<file path="src/cmp_pkg.sv">
package cmp_pkg;
    localparam int NUM_CMP = 3;
    localparam logic [7:0] MODE_ADDR = 8'h89;
    localparam logic [7:0] CTRL_ADDR = 8'h88;
    localparam logic [7:0] PAGE_FIRST = 8'h01;
    localparam logic [7:0] MODE_RESET = 8'h00;
    localparam logic [7:0] CTRL_RESET = 8'h00;
    // mode field positions
    localparam int RIE_BIT = 5;
    localparam int FIE_BIT = 4;
    localparam int RT_LSB = 0;
    // control field positions
    localparam int RIF_BIT = 5;
    localparam int FIF_BIT = 4;
    localparam int HYP_LSB = 2;
    localparam int HYN_LSB = 0;
    localparam logic [7:0] MODE_RW_MASK = 8'h33;
    localparam logic [7:0] CTRL_LOW_MASK = 8'h0F;

    typedef struct packed {
        logic [1:0] positive_hysteresis_select;
        logic [1:0] negative_hysteresis_select;
        logic [1:0] response_time_select;
    } analog_cfg_s;

    typedef struct packed {
        logic wr;
        logic rd;
        logic [7:0] page;
        logic [7:0] addr;
        logic [7:0] wdata;
    } sfr_req_s;
endpackage

</file>
<file path="src/cmp_config_bank.sv">
// Behaviour
// (RULE_01) mode bit 5 enables rising-edge comparator interrupts.
// (RULE_02) mode bit 4 enables falling-edge comparator interrupts.
// (RULE_03) mode bits 7-6 read zero, writes to them ignored.
// (RULE_04) control bits 3-2 choose positive hysteresis, driven to comparator.
// (RULE_05) control bits 1-0 choose negative hysteresis, driven to comparator.
// (RULE_06) mode bits 1-0 are response time select, forwarded to comparator.
// (RULE_07) mode register at 0x89, instance chosen by page 1, 2 or 3.
// (RULE_08) edge flags set on output transitions, held until software clears.
// (RULE_09) interrupt request is OR of enabled rising and falling flags.
module cmp_config_bank
    import cmp_pkg::*;
(
    input wire logic CLK,
    input wire logic RESETN,
    input wire logic CE,
    input cmp_pkg::sfr_req_s SFR_REQ,
    output logic [7:0] SFR_RDATA,
    output logic SFR_HIT,
    input wire logic [cmp_pkg::NUM_CMP-1:0] COMPARE_RESULT,
    output cmp_pkg::analog_cfg_s [cmp_pkg::NUM_CMP-1:0] ANALOG_CFG,
    output logic [cmp_pkg::NUM_CMP-1:0] CMP_IRQ
);
    import cmp_pkg::*;

    logic [7:0] mode_r [NUM_CMP];
    logic [7:0] mode_nxt [NUM_CMP];
    logic [3:0] hyst_r [NUM_CMP];
    logic [3:0] hyst_nxt [NUM_CMP];
    logic [7:0] rdata_r, rdata_nxt;
    logic [NUM_CMP-1:0] rise_f, fall_f, clr_rise, clr_fall;
    logic [NUM_CMP-1:0] sel_mode, sel_ctrl;

    // page n+1 maps to instance n
    function automatic logic page_hit(input logic [7:0] page, input int idx);
        return page == PAGE_FIRST + 8'(idx); // RULE_07
    endfunction

    // unused mode bits never reach the flops
    function automatic logic [7:0] mode_keep(input logic [7:0] v);
        return v & MODE_RW_MASK; // RULE_03
    endfunction

    // upper two control bits belong to the rest of the unit and read zero here
    function automatic logic [7:0] ctrl_word(input logic rise, input logic fall,
        input logic [3:0] hyst);
        logic [7:0] w;
        w = CTRL_RESET;
        w[RIF_BIT] = rise;
        w[FIF_BIT] = fall;
        w[HYN_LSB +: 4] = hyst;
        return w;
    endfunction

    always_comb begin
        for (int i = 0; i < NUM_CMP; i++) begin
            sel_mode[i] = page_hit(SFR_REQ.page, i) && SFR_REQ.addr == MODE_ADDR; // RULE_07
            sel_ctrl[i] = page_hit(SFR_REQ.page, i) && SFR_REQ.addr == CTRL_ADDR;
        end
    end

    always_comb begin
        rdata_nxt = rdata_r;
        for (int i = 0; i < NUM_CMP; i++) begin
            mode_nxt[i] = mode_r[i];
            hyst_nxt[i] = hyst_r[i];
            clr_rise[i] = 1'b0;
            clr_fall[i] = 1'b0;
            if (SFR_REQ.wr && sel_mode[i]) begin
                mode_nxt[i] = mode_keep(SFR_REQ.wdata); // RULE_03
            end
            if (SFR_REQ.wr && sel_ctrl[i]) begin
                hyst_nxt[i] = SFR_REQ.wdata[HYN_LSB +: 4]; // RULE_04 RULE_05
                // writing one to a flag leaves it; only zero clears
                clr_rise[i] = ~SFR_REQ.wdata[RIF_BIT]; // RULE_08
                clr_fall[i] = ~SFR_REQ.wdata[FIF_BIT]; // RULE_08
            end
            if (SFR_REQ.rd && sel_mode[i]) begin
                rdata_nxt = mode_keep(mode_r[i]); // RULE_03
            end
            if (SFR_REQ.rd && sel_ctrl[i]) begin
                rdata_nxt = ctrl_word(rise_f[i], fall_f[i], hyst_r[i]); // RULE_08
            end
        end
    end

    always_ff @(posedge CLK or negedge RESETN) begin
        if (!RESETN) begin
            for (int i = 0; i < NUM_CMP; i++) begin
                mode_r[i] <= MODE_RESET;
                hyst_r[i] <= CTRL_RESET[3:0];
            end
            rdata_r <= 8'h00;
        end else if (CE) begin
            for (int i = 0; i < NUM_CMP; i++) begin
                mode_r[i] <= mode_nxt[i];
                hyst_r[i] <= hyst_nxt[i];
            end
            rdata_r <= rdata_nxt;
        end
    end

    genvar g;
    generate
        for (g = 0; g < NUM_CMP; g++) begin : g_cmp
            cmp_edge_unit u_edge (
                .clk(CLK),
                .resetn(RESETN),
                .ce(CE),
                .compare_result(COMPARE_RESULT[g]),
                .clr_rise(clr_rise[g]),
                .clr_fall(clr_fall[g]),
                .rising_edge_flag(rise_f[g]),
                .falling_edge_flag(fall_f[g])
            );
            assign ANALOG_CFG[g].positive_hysteresis_select = hyst_r[g][HYP_LSB +: 2]; // RULE_04
            assign ANALOG_CFG[g].negative_hysteresis_select = hyst_r[g][HYN_LSB +: 2]; // RULE_05
            assign ANALOG_CFG[g].response_time_select = mode_r[g][RT_LSB +: 2]; // RULE_06
            // enables gate the flags, flags stay visible either way
            assign CMP_IRQ[g] = (rise_f[g] & mode_r[g][RIE_BIT]) // RULE_01 RULE_09
                | (fall_f[g] & mode_r[g][FIE_BIT]); // RULE_02 RULE_09

            a_irq_rise: assert property (@(posedge CLK) disable iff (!RESETN) // RULE_01
                rise_f[g] && mode_r[g][RIE_BIT] |-> CMP_IRQ[g])
                else $error("rising irq missing");

            a_irq_none: assert property (@(posedge CLK) disable iff (!RESETN) // RULE_09
                !(rise_f[g] && mode_r[g][RIE_BIT]) && !(fall_f[g] && mode_r[g][FIE_BIT])
                |-> !CMP_IRQ[g])
                else $error("spurious comparator irq");

            a_irq_fall: assert property (@(posedge CLK) disable iff (!RESETN) // RULE_02
                fall_f[g] && mode_r[g][FIE_BIT] |-> CMP_IRQ[g])
                else $error("falling irq missing");

            a_mode_write: assert property (@(posedge CLK) disable iff (!RESETN) // RULE_07
                CE && SFR_REQ.wr && sel_mode[g]
                |=> mode_r[g] == ($past(SFR_REQ.wdata) & MODE_RW_MASK))
                else $error("mode write not stored");

            a_unused_zero: assert property (@(posedge CLK) disable iff (!RESETN) // RULE_03
                mode_r[g][7:6] == 2'b00)
                else $error("unused mode bits set");

            a_rt_follow: assert property (@(posedge CLK) disable iff (!RESETN) // RULE_06
                CE && SFR_REQ.wr && sel_mode[g]
                |=> ANALOG_CFG[g].response_time_select == $past(SFR_REQ.wdata[1:0]))
                else $error("response time not forwarded");

            a_hyst_write: assert property (@(posedge CLK) disable iff (!RESETN) // RULE_04
                CE && SFR_REQ.wr && sel_ctrl[g]
                |=> ANALOG_CFG[g].positive_hysteresis_select == $past(SFR_REQ.wdata[3:2])
                && ANALOG_CFG[g].negative_hysteresis_select == $past(SFR_REQ.wdata[1:0]))
                else $error("hysteresis not forwarded"); // RULE_05

            a_mode_read: assert property (@(posedge CLK) disable iff (!RESETN) // RULE_03
                CE && SFR_REQ.rd && sel_mode[g] |=> SFR_RDATA == mode_keep($past(mode_r[g])))
                else $error("mode read data wrong");

            a_ctrl_read: assert property (@(posedge CLK) disable iff (!RESETN) // RULE_08
                CE && SFR_REQ.rd && sel_ctrl[g]
                |=> SFR_RDATA == ctrl_word($past(rise_f[g]), $past(fall_f[g]),
                $past(hyst_r[g])))
                else $error("control read data wrong");

            a_mode_keep: assert property (@(posedge CLK) disable iff (!RESETN) // RULE_07
                CE && !(SFR_REQ.wr && sel_mode[g]) |=> $stable(mode_r[g]))
                else $error("mode changed without a write");

            a_hyst_keep: assert property (@(posedge CLK) disable iff (!RESETN) // RULE_04
                CE && !(SFR_REQ.wr && sel_ctrl[g]) |=> $stable(hyst_r[g]))
                else $error("hysteresis changed without a write");

            // a low enable must freeze what the comparator and core see
            a_freeze_cfg: assert property (@(posedge CLK) disable iff (!RESETN)
                !CE |=> $stable(ANALOG_CFG[g]) && $stable(CMP_IRQ[g]))
                else $error("outputs moved while frozen");

            a_rise_clear: assert property (@(posedge CLK) disable iff (!RESETN) // RULE_08
                CE && SFR_REQ.wr && sel_ctrl[g] && !SFR_REQ.wdata[RIF_BIT] && !COMPARE_RESULT[g]
                |=> !rise_f[g])
                else $error("rising flag not cleared");

            a_fall_clear: assert property (@(posedge CLK) disable iff (!RESETN) // RULE_08
                CE && SFR_REQ.wr && sel_ctrl[g] && !SFR_REQ.wdata[FIF_BIT] && COMPARE_RESULT[g]
                |=> !fall_f[g])
                else $error("falling flag not cleared");

            a_rise_stays: assert property (@(posedge CLK) disable iff (!RESETN) // RULE_08
                CE && SFR_REQ.wr && sel_ctrl[g] && SFR_REQ.wdata[RIF_BIT] && rise_f[g]
                |=> rise_f[g])
                else $error("rising flag lost on a one write");

            a_fall_stays: assert property (@(posedge CLK) disable iff (!RESETN) // RULE_08
                CE && SFR_REQ.wr && sel_ctrl[g] && SFR_REQ.wdata[FIF_BIT] && fall_f[g]
                |=> fall_f[g])
                else $error("falling flag lost on a one write");
        end
    endgenerate

    assign SFR_RDATA = rdata_r;
    assign SFR_HIT = (|sel_mode) | (|sel_ctrl);

    a_freeze_rdata: assert property (@(posedge CLK) disable iff (!RESETN)
        !CE |=> $stable(SFR_RDATA))
        else $error("read data moved while frozen");

    a_rdata_hold: assert property (@(posedge CLK) disable iff (!RESETN) // RULE_07
        CE && !(SFR_REQ.rd && SFR_HIT) |=> $stable(SFR_RDATA))
        else $error("read data changed without a hit");

    a_hit_decode: assert property (@(posedge CLK) disable iff (!RESETN) // RULE_07
        SFR_HIT == ((SFR_REQ.addr == MODE_ADDR || SFR_REQ.addr == CTRL_ADDR)
        && SFR_REQ.page >= PAGE_FIRST && SFR_REQ.page < PAGE_FIRST + 8'(NUM_CMP)))
        else $error("register select decode wrong");
endmodule

</file>
<file path="src/cmp_edge_unit.sv">
module cmp_edge_unit
    import cmp_pkg::*;
(
    input wire logic clk,
    input wire logic resetn,
    input wire logic ce,
    input wire logic compare_result,
    input wire logic clr_rise,
    input wire logic clr_fall,
    output logic rising_edge_flag,
    output logic falling_edge_flag
);
    logic prev_r, prev_nxt, rise_r, rise_nxt, fall_r, fall_nxt;

    always_comb begin
        prev_nxt = compare_result;
        // set beats clear so an edge in the clear cycle is kept
        rise_nxt = (rise_r & ~clr_rise) | (compare_result & ~prev_r); // RULE_08
        fall_nxt = (fall_r & ~clr_fall) | (~compare_result & prev_r); // RULE_08
    end

    always_ff @(posedge clk or negedge resetn) begin
        if (!resetn) begin
            prev_r <= 1'b0;
            rise_r <= 1'b0;
            fall_r <= 1'b0;
        end else if (ce) begin
            prev_r <= prev_nxt;
            rise_r <= rise_nxt;
            fall_r <= fall_nxt;
        end
    end

    assign rising_edge_flag = rise_r;
    assign falling_edge_flag = fall_r;

    a_rise_sets: assert property (@(posedge clk) disable iff (!resetn) // RULE_08
        ce && compare_result && !prev_r |=> rise_r)
        else $error("rising edge did not set flag");
    a_fall_holds: assert property (@(posedge clk) disable iff (!resetn) // RULE_08
        ce && fall_r && !clr_fall |=> fall_r)
        else $error("falling flag dropped without clear");
    a_fall_sets: assert property (@(posedge clk) disable iff (!resetn) // RULE_08
        ce && !compare_result && prev_r |=> fall_r)
        else $error("falling edge did not set flag");
    a_rise_holds: assert property (@(posedge clk) disable iff (!resetn) // RULE_08
        ce && rise_r && !clr_rise |=> rise_r)
        else $error("rising flag dropped without clear");
    a_freeze_flags: assert property (@(posedge clk) disable iff (!resetn)
        !ce |=> $stable(rise_r) && $stable(fall_r) && $stable(prev_r))
        else $error("edge state moved while frozen");
endmodule

</file>
<file path="config.mk">
export PLATFORM = sky130hd
export DESIGN_NAME = cmp_config_bank
export DESIGN_NICKNAME = d
export VERILOG_FILES = /design/src/cmp_pkg.sv /design/src/cmp_config_bank.sv /design/src/cmp_edge_unit.sv
export SDC_FILE = /design/constraint.sdc
export NUM_CORES = 1
export LEC_CHECK = 0
export BUFFER_PORTS_ARGS = -buffer_cell sky130_fd_sc_hd__buf_4
export CAP_MARGIN = 20
export CORE_MARGIN = 5
export CORE_UTILIZATION = 55
export DETAILED_ROUTE_END_ITERATION = 10
export GPL_TIMING_DRIVEN = 1
export PLACE_DENSITY = 0.81
export SYNTH_ARGS = -nofsm -noshare
export SYNTH_HDL_FRONTEND = slang
export SYNTH_SLANG_ARGS = --single-unit
</file>
<file path="constraint.sdc">
create_clock -name CLK -period 3.4 [get_ports CLK]
set_input_delay 0.34 -clock CLK [delete_from_list [all_inputs] [get_ports CLK]]
set_output_delay 0.34 -clock CLK [all_outputs]
set_load 0.1 [all_outputs]
</file>
# Word level (Yosys, flattened, before mapping)
# Cells that the tools add are included.
dict set report op_classes {
  muxes 12
  n_bitwise 42
  eq_ne 5
  n_reduce_logical 28
}
# op count
set ops {}
lappend ops {{$mux W8} 6}
lappend ops {{$and A1 B1 Y1} 18}
lappend ops {{$logic_and A1 B1 Y1} 18}
lappend ops {{$eq A8 B2 Y1 const B} 2}
lappend ops {{$eq A8 B8 Y1 const B} 2}
lappend ops {{$not A1 Y1} 14}
lappend ops {{$reduce_and A2 Y1} 7}
lappend ops {{$or A1 B1 Y1} 10}
lappend ops {{$eq A8 B1 Y1 const B} 1}
lappend ops {{$mux W1} 6}
lappend ops {{$reduce_bool A6 Y1} 1}
lappend ops {{$reduce_or A3 Y1} 2}
dict set report totals {
  elab_cells 103
  regBits 41
  output_inout_bits 30
  in_bits 32
}

# Longest topological paths before layout
dict set report logic_depth {
  depth_word 9
  depth_mapped 7
  ltp_nobuf 5
}

# Cells and area by module
# From an unflattened synthesis, not the netlist that was laid out.
dict set report unflattened {
  hier_cells 199
  area_unflattened_um2 2029.4
}
# module seq_area_each_um2 area_each_um2 instances cells_each
set by_module_without_submodules {}
lappend by_module_without_submodules {cmp_config_bank 750.7 1676.6 1 166}
lappend by_module_without_submodules {cmp_edge_unit 75.1 117.6 3 11}

# Least setup slack after synthesis
# No wires, ideal clock.
dict set report synth_path {
  path_type {input to output}
  startpoint {input port SFR_REQ[12] (netlist name)}
  endpoint {output port SFR_HIT}
  t_required_ns 3.060
  cell_stages 4
  arrival_time_ns 2.162
  slack_ns 0.898
  n_path_buf 1
  cell_sequence {nor4b_4 -> nand4_2 -> buf_6 -> nor2_1}
}
dict set report synth_between {
  elab_chain_len 4
  elab_cells_between_ends 11
}
# element line
set synth_lines {}
lappend synth_lines {{start, declared} cmp_config_bank.sv:17} ;# input cmp_pkg::sfr_req_s SFR_REQ,
lappend synth_lines {{$eq A8 B8 Y1, on equally long branches} {cmp_config_bank.sv:57, cmp_config_bank.sv:58}}
lappend synth_lines {{$logic_and A1 B1 Y1, on equally long branches} {cmp_config_bank.sv:57, cmp_config_bank.sv:58}}
lappend synth_lines {{$reduce_or A3 Y1} cmp_config_bank.sv:202} ;# assign SFR_HIT = (|sel_mode) | (|sel_ctrl);
lappend synth_lines {{$or A1 B1 Y1 (*)} cmp_config_bank.sv:202}
lappend synth_lines {{end, declared} cmp_config_bank.sv:19} ;# output logic SFR_HIT,
# Every way passes the cells marked *; elsewhere a longest branch is shown, timed or not.

# Final worst setup path
dict set report layout_path {
  startpoint {input port SFR_REQ[12] (netlist name)}
  endpoint {register mode_r[13] (netlist name)}
}
dict set report layout_between {
  elab_chain_len 4
}
# element line
set layout_lines {}
lappend layout_lines {{$eq A8 B8 Y1} cmp_config_bank.sv:57} ;# sel_mode[i] = page_hit(SFR_REQ.page, i) && SFR_REQ.addr == MODE_ADDR;
lappend layout_lines {{$logic_and A1 B1 Y1} cmp_config_bank.sv:57}
lappend layout_lines {{$logic_and A1 B1 Y1} cmp_config_bank.sv:69} ;# if (SFR_REQ.wr && sel_mode[i]) begin
lappend layout_lines {{$reduce_and A2 Y1 (no line)} --}
lappend layout_lines {{end signal, assigned by index} cmp_config_bank.sv:96} ;# mode_r[i] <= mode_nxt[i];
lappend layout_lines {{end, declared} cmp_config_bank.sv:26} ;# logic [7:0] mode_r [NUM_CMP];
# No other way between the ends.
# A chain may end at the register's enable or synchronous reset.

==> results list <==
- Largest incremental delay on the critical path: ~700 ps
- The repair_antennas step left the layout with diodes totalling 0.
- Number of buffers inserted by port buffering: 57
* Initial drt markers: approximately 100
* Hold slack final: between 3 and 4 ps
* WL final: approximately 4700 µm
- FF+latch count, synth: 39
- Detailed placement finished with a half-perimeter wire length of 3600 µm.
- Internal cell power: 0.646 mW
- For this configuration, the core starts out at a cell density of between 50% and 60%.
- Max-cap violations in this run came to 0.
* Cell-by-cell listing of the critical path: buf_4 > nor4b_4 > nand4_2 > or4_1 > mux2_2
- Net switching power of the design: 0.207 mW
* Total CTS buffers: 5
- Global routing usage summed across all routing layers: 19.5%
- Power spread over the standard cell area amounts to 338 nW/µm².
- Worst vdd ir: between 0.3 and 0.4 mV
- Synthesis instantiated 40 different standard cells from the library.
* WP data arrival: 2060 ps
- Once the clock tree was built, the resizer swapped 0 gates to a different size.
* Remaining routing DRC violations: 0
* Fraction of the yosys area taken by sequential cells: 47.2%
- Arithmetic-cell share of the synthesized area counting full adders, half adders and majority gates: 0%
* Placer congestion estimate: between 0.9 and 1
- The portion of synthesized area spent on multiplexers is 16.0%.
- Core Area: 3660 µm²
- Number of routed nets with antenna violations: 0
* Xor-xnor portion of the synthesized cell area: 0%
* CTS root buffer: sky130_fd_sc_hd__clkbuf_8
- Insertion delay of the later-clocked pin in the worst-skew pair: just under 300 ps
- Post-DR wirelength/cell: roughly 17 µm
- Clock tree from TritonCTS: done
- Final critical-path required period: roughly 1900 ps
- The die covers 5080 µm².
- Switching share of power: roughly 24%
* Placed insts: approximately 280
- Summed negative setup slack over all endpoints: 0 ps
- Clock transition time at the flip-flop clock pins of the worst setup and hold paths: approximately 70 ps
- Wire length on met3: 407 µm
* Largest family of logic cells by synthesized area: simple AND/OR/NAND/NOR gates
- The number of setup buffers added after CTS is 0.
- The final route contains ~1,600 vias.
* Top FF cell, synth: sky130_fd_sc_hd__dfrtp_1
- In this run the mean area of a mapped cell was about 11 µm².
* Yosys warnings: 0
* Highest routed metal layer: met4
- Share of synthesized flip-flops with an asynchronous set or reset: 100%
- STA classifies the critical path startpoint as an input port.
* Horizontal extent of the die: around 71 µm
* Final setup violation count: 0
* Sequential power share: roughly 55%
* Maximum frequency from static timing analysis: between 500 and 600 MHz
- Met2 routed WL: ~2200 µm
- The layout has approximately 290 filler cells.
- In this run the static leakage power is roughly 1.2 nW.
- Simple logic cell fraction of the synthesized area: ~17%
* First-pass DRT Iterations: 4
- Power consumption: about 0.85 mW
- The hold violation total from the final report is 0.
* Fraction of final layout cells with drive strength greater than 1: 41.5%
- The critical path is of the in -> reg type.
- The worst hold path belongs to the class in -> async.
* Maximum fanout count along the critical path: 11
* Non-filler cells, final: around 280
* Slowest cell on the critical path: sky130_fd_sc_hd__or4_1
- Number of buffers added to fix hold violations after cts: 0
* # nets final: between 200 and 300
* Number of rows in the core area: 22
- CTS H-tree depth: 2
- In the synthesized netlist, the number of instances is around 190.
- Wire length of the first global-routing pass: approximately 7700 µm
- Die Ht: 71.3 µm
* Post-route clock skew: between 4 and 5 ps
* Mapped Area: around 2100 µm²
- After detailed routing, the number of vias per cell comes to roughly 5.7.
- Part of the power in the clock network: between 30% and 40%
* Initial antenna violation count: 0
* Number of top-level design ports: between 60 and 70
- Clock buffer depth: 2
- Crit share post-route: 55.4%
- Number of flops mapped to enable cells by yosys: 0
* Required time at the endpoint of the critical path: about 3600 ps
- Congestion Overflow GR: 0
- Vias in the first global route: 1,550
* Area overhead of the layout relative to synthesis: 22.2%
- The synthesized netlist devotes between 10% and 20% of its cell area to compound gates.
* Outcome: finished clean
* Setup repair after global routing missed its margin: false
- Max-slew violation total from the final report: 0
* Logic pwr share: between 10% and 20%
* Critical Path Sink Type: flop
* Combined flip-flop and latch cell area: between 900 and 1000 µm²
* Sum of routed wire segments on met1: between 2000 and 2500 µm
- CTS saw 39 sinks.
* Area occupied by multi-input gates: between 900 and 1000 µm²
- Entering global routing, the biggest net connects 40 pins.
==> state kept, by name (all words and copies together), names as in the netlist <==
register                        cells
g_cmp.u_edge.falling_edge_flag      3
g_cmp.u_edge.prev_r                 3
SFR_RDATA                           6
mode_r                              6
ANALOG_CFG                         18
g_cmp.u_edge.rising_edge_flag       3
==> metrics by stage <==
step	utilization [%]	worst slack [ps]	area (µm²)
2_1_floorplan	-	898	2070
3_3_place_gp	66.7	1210	2440
3_5_place_dp	66.7	1210	2440
4_1_cts	69.0	1520	2520
5_1_grt	69.0	1400	2520
6_report	69.0	1520	2520
==> cells in the mapped netlist, types with 3 or more instances <==
master / number / area [µm²]
sky130_fd_sc_hd__nor3_1: 5 / 25.0
sky130_fd_sc_hd__clkbuf_1: 5 / 18.8
sky130_fd_sc_hd__a221oi_1: 3 / 26.3
sky130_fd_sc_hd__mux2_4: 4 / 60.1
sky130_fd_sc_hd__o21bai_1: 4 / 30.0
sky130_fd_sc_hd__o31ai_1: 6 / 45.0
sky130_fd_sc_hd__nand2b_1: 4 / 25.0
sky130_fd_sc_hd__mux2_2: 24 / 270
sky130_fd_sc_hd__nand2_1: 16 / 60.1
sky130_fd_sc_hd__a22o_1: 3 / 26.3
sky130_fd_sc_hd__nor2_1: 9 / 33.8
sky130_fd_sc_hd__nand3b_1: 3 / 22.5
sky130_fd_sc_hd__nand3_1: 4 / 20.0
sky130_fd_sc_hd__nor2b_1: 4 / 25.0
sky130_fd_sc_hd__nand4_1: 3 / 18.8
sky130_fd_sc_hd__o21ai_0: 13 / 65.1
sky130_fd_sc_hd__o31a_1: 3 / 26.3
sky130_fd_sc_hd__buf_4: 8 / 60.1
sky130_fd_sc_hd__dfrtp_1: 39 / 976
sky130_fd_sc_hd__o22ai_1: 3 / 18.8
==> power by group through the flow <==
stage | clock network, mW | registers [mW] | logic [mW]
5_1_grt | 0.329 | 0.471 | 0.0957
6_report | 0.295 | 0.470 | 0.0875
2_1_floorplan | 0 | 0.479 | 0.0394
4_1_cts | 0.303 | 0.470 | 0.0877
3_3_place_gp | 0 | 0.479 | 0.0863
3_5_place_dp | 0 | 0.479 | 0.0872
==> logic make-up (layout without fill, tap and decap cells) <==
group                  count (synthesis)  after routing
buffers and inverters                 20             67
AOI/OAI and AO/OA                     42             42
DFF                                   39             39
muxes                                 28             28
and+or+nand+nor                       58             58
other                                  1              2
==> per-layer routing <==
layer | up-vias | track usage (%)
met3 | 6 | 7.43
met5 | - | 0
met1 | 789 | 25.7
met4 | 0 | 7.10
li1 | 774 | -
met2 | 60 | 29.5
==> layout by cell type, fill, tap and decap left out, types with 5 or more instances in the layout <==
master / n
sky130_fd_sc_hd__buf_4: 57
sky130_fd_sc_hd__o31ai_1: 6
sky130_fd_sc_hd__nand2_1: 16
sky130_fd_sc_hd__nor3_1: 5
sky130_fd_sc_hd__clkbuf_8: 5
sky130_fd_sc_hd__o21ai_0: 13
sky130_fd_sc_hd__mux2_2: 24
sky130_fd_sc_hd__nor2_1: 9
sky130_fd_sc_hd__dfrtp_1: 39
==> final timing paths <==
check	startpoint	endpoint	slack, ps	depth (start not counted)
min in group CLK	COMPARE_RESULT[0]	g_cmp[0].u_edge.falling_edge_flag$_DFFE_PN0P_	240	2
hold / removal	RESETN	g_cmp[2].u_edge.prev_r$_DFFE_PN0P_	4	1
hold reg to reg	SFR_RDATA[5]$_DFFE_PN0P_	SFR_RDATA[5]$_DFFE_PN0P_	480	2
setup reg to reg	mode_r[13]$_DFFE_PN0P_	SFR_RDATA[5]$_DFFE_PN0P_	2220	5
setup / recovery	SFR_REQ[12]	mode_r[13]$_DFFE_PN0P_	1520	5
max in group asynchronous	RESETN	SFR_RDATA[3]$_DFFE_PN0P_	3070	1
==> worst max-delay path, delay by kind of cell <==
family,cells,cell delay [ps]
buf+inv,1,120
simple gates,3,1280
mux,1,320
==> area by class of cell <==
class | count | area share, %
Sequential cell | 39 | 38.7
Multi-Input combinational cell | 130 | 38.5
Timing Repair Buffer | 57 | 16.9
Clock buffer | 7 | 3.02
Tap cell | 48 | 2.38
Inverter | 2 | 0.297
Clock inverter | 1 | 0.198
Power figures use the tool's default switching activity.
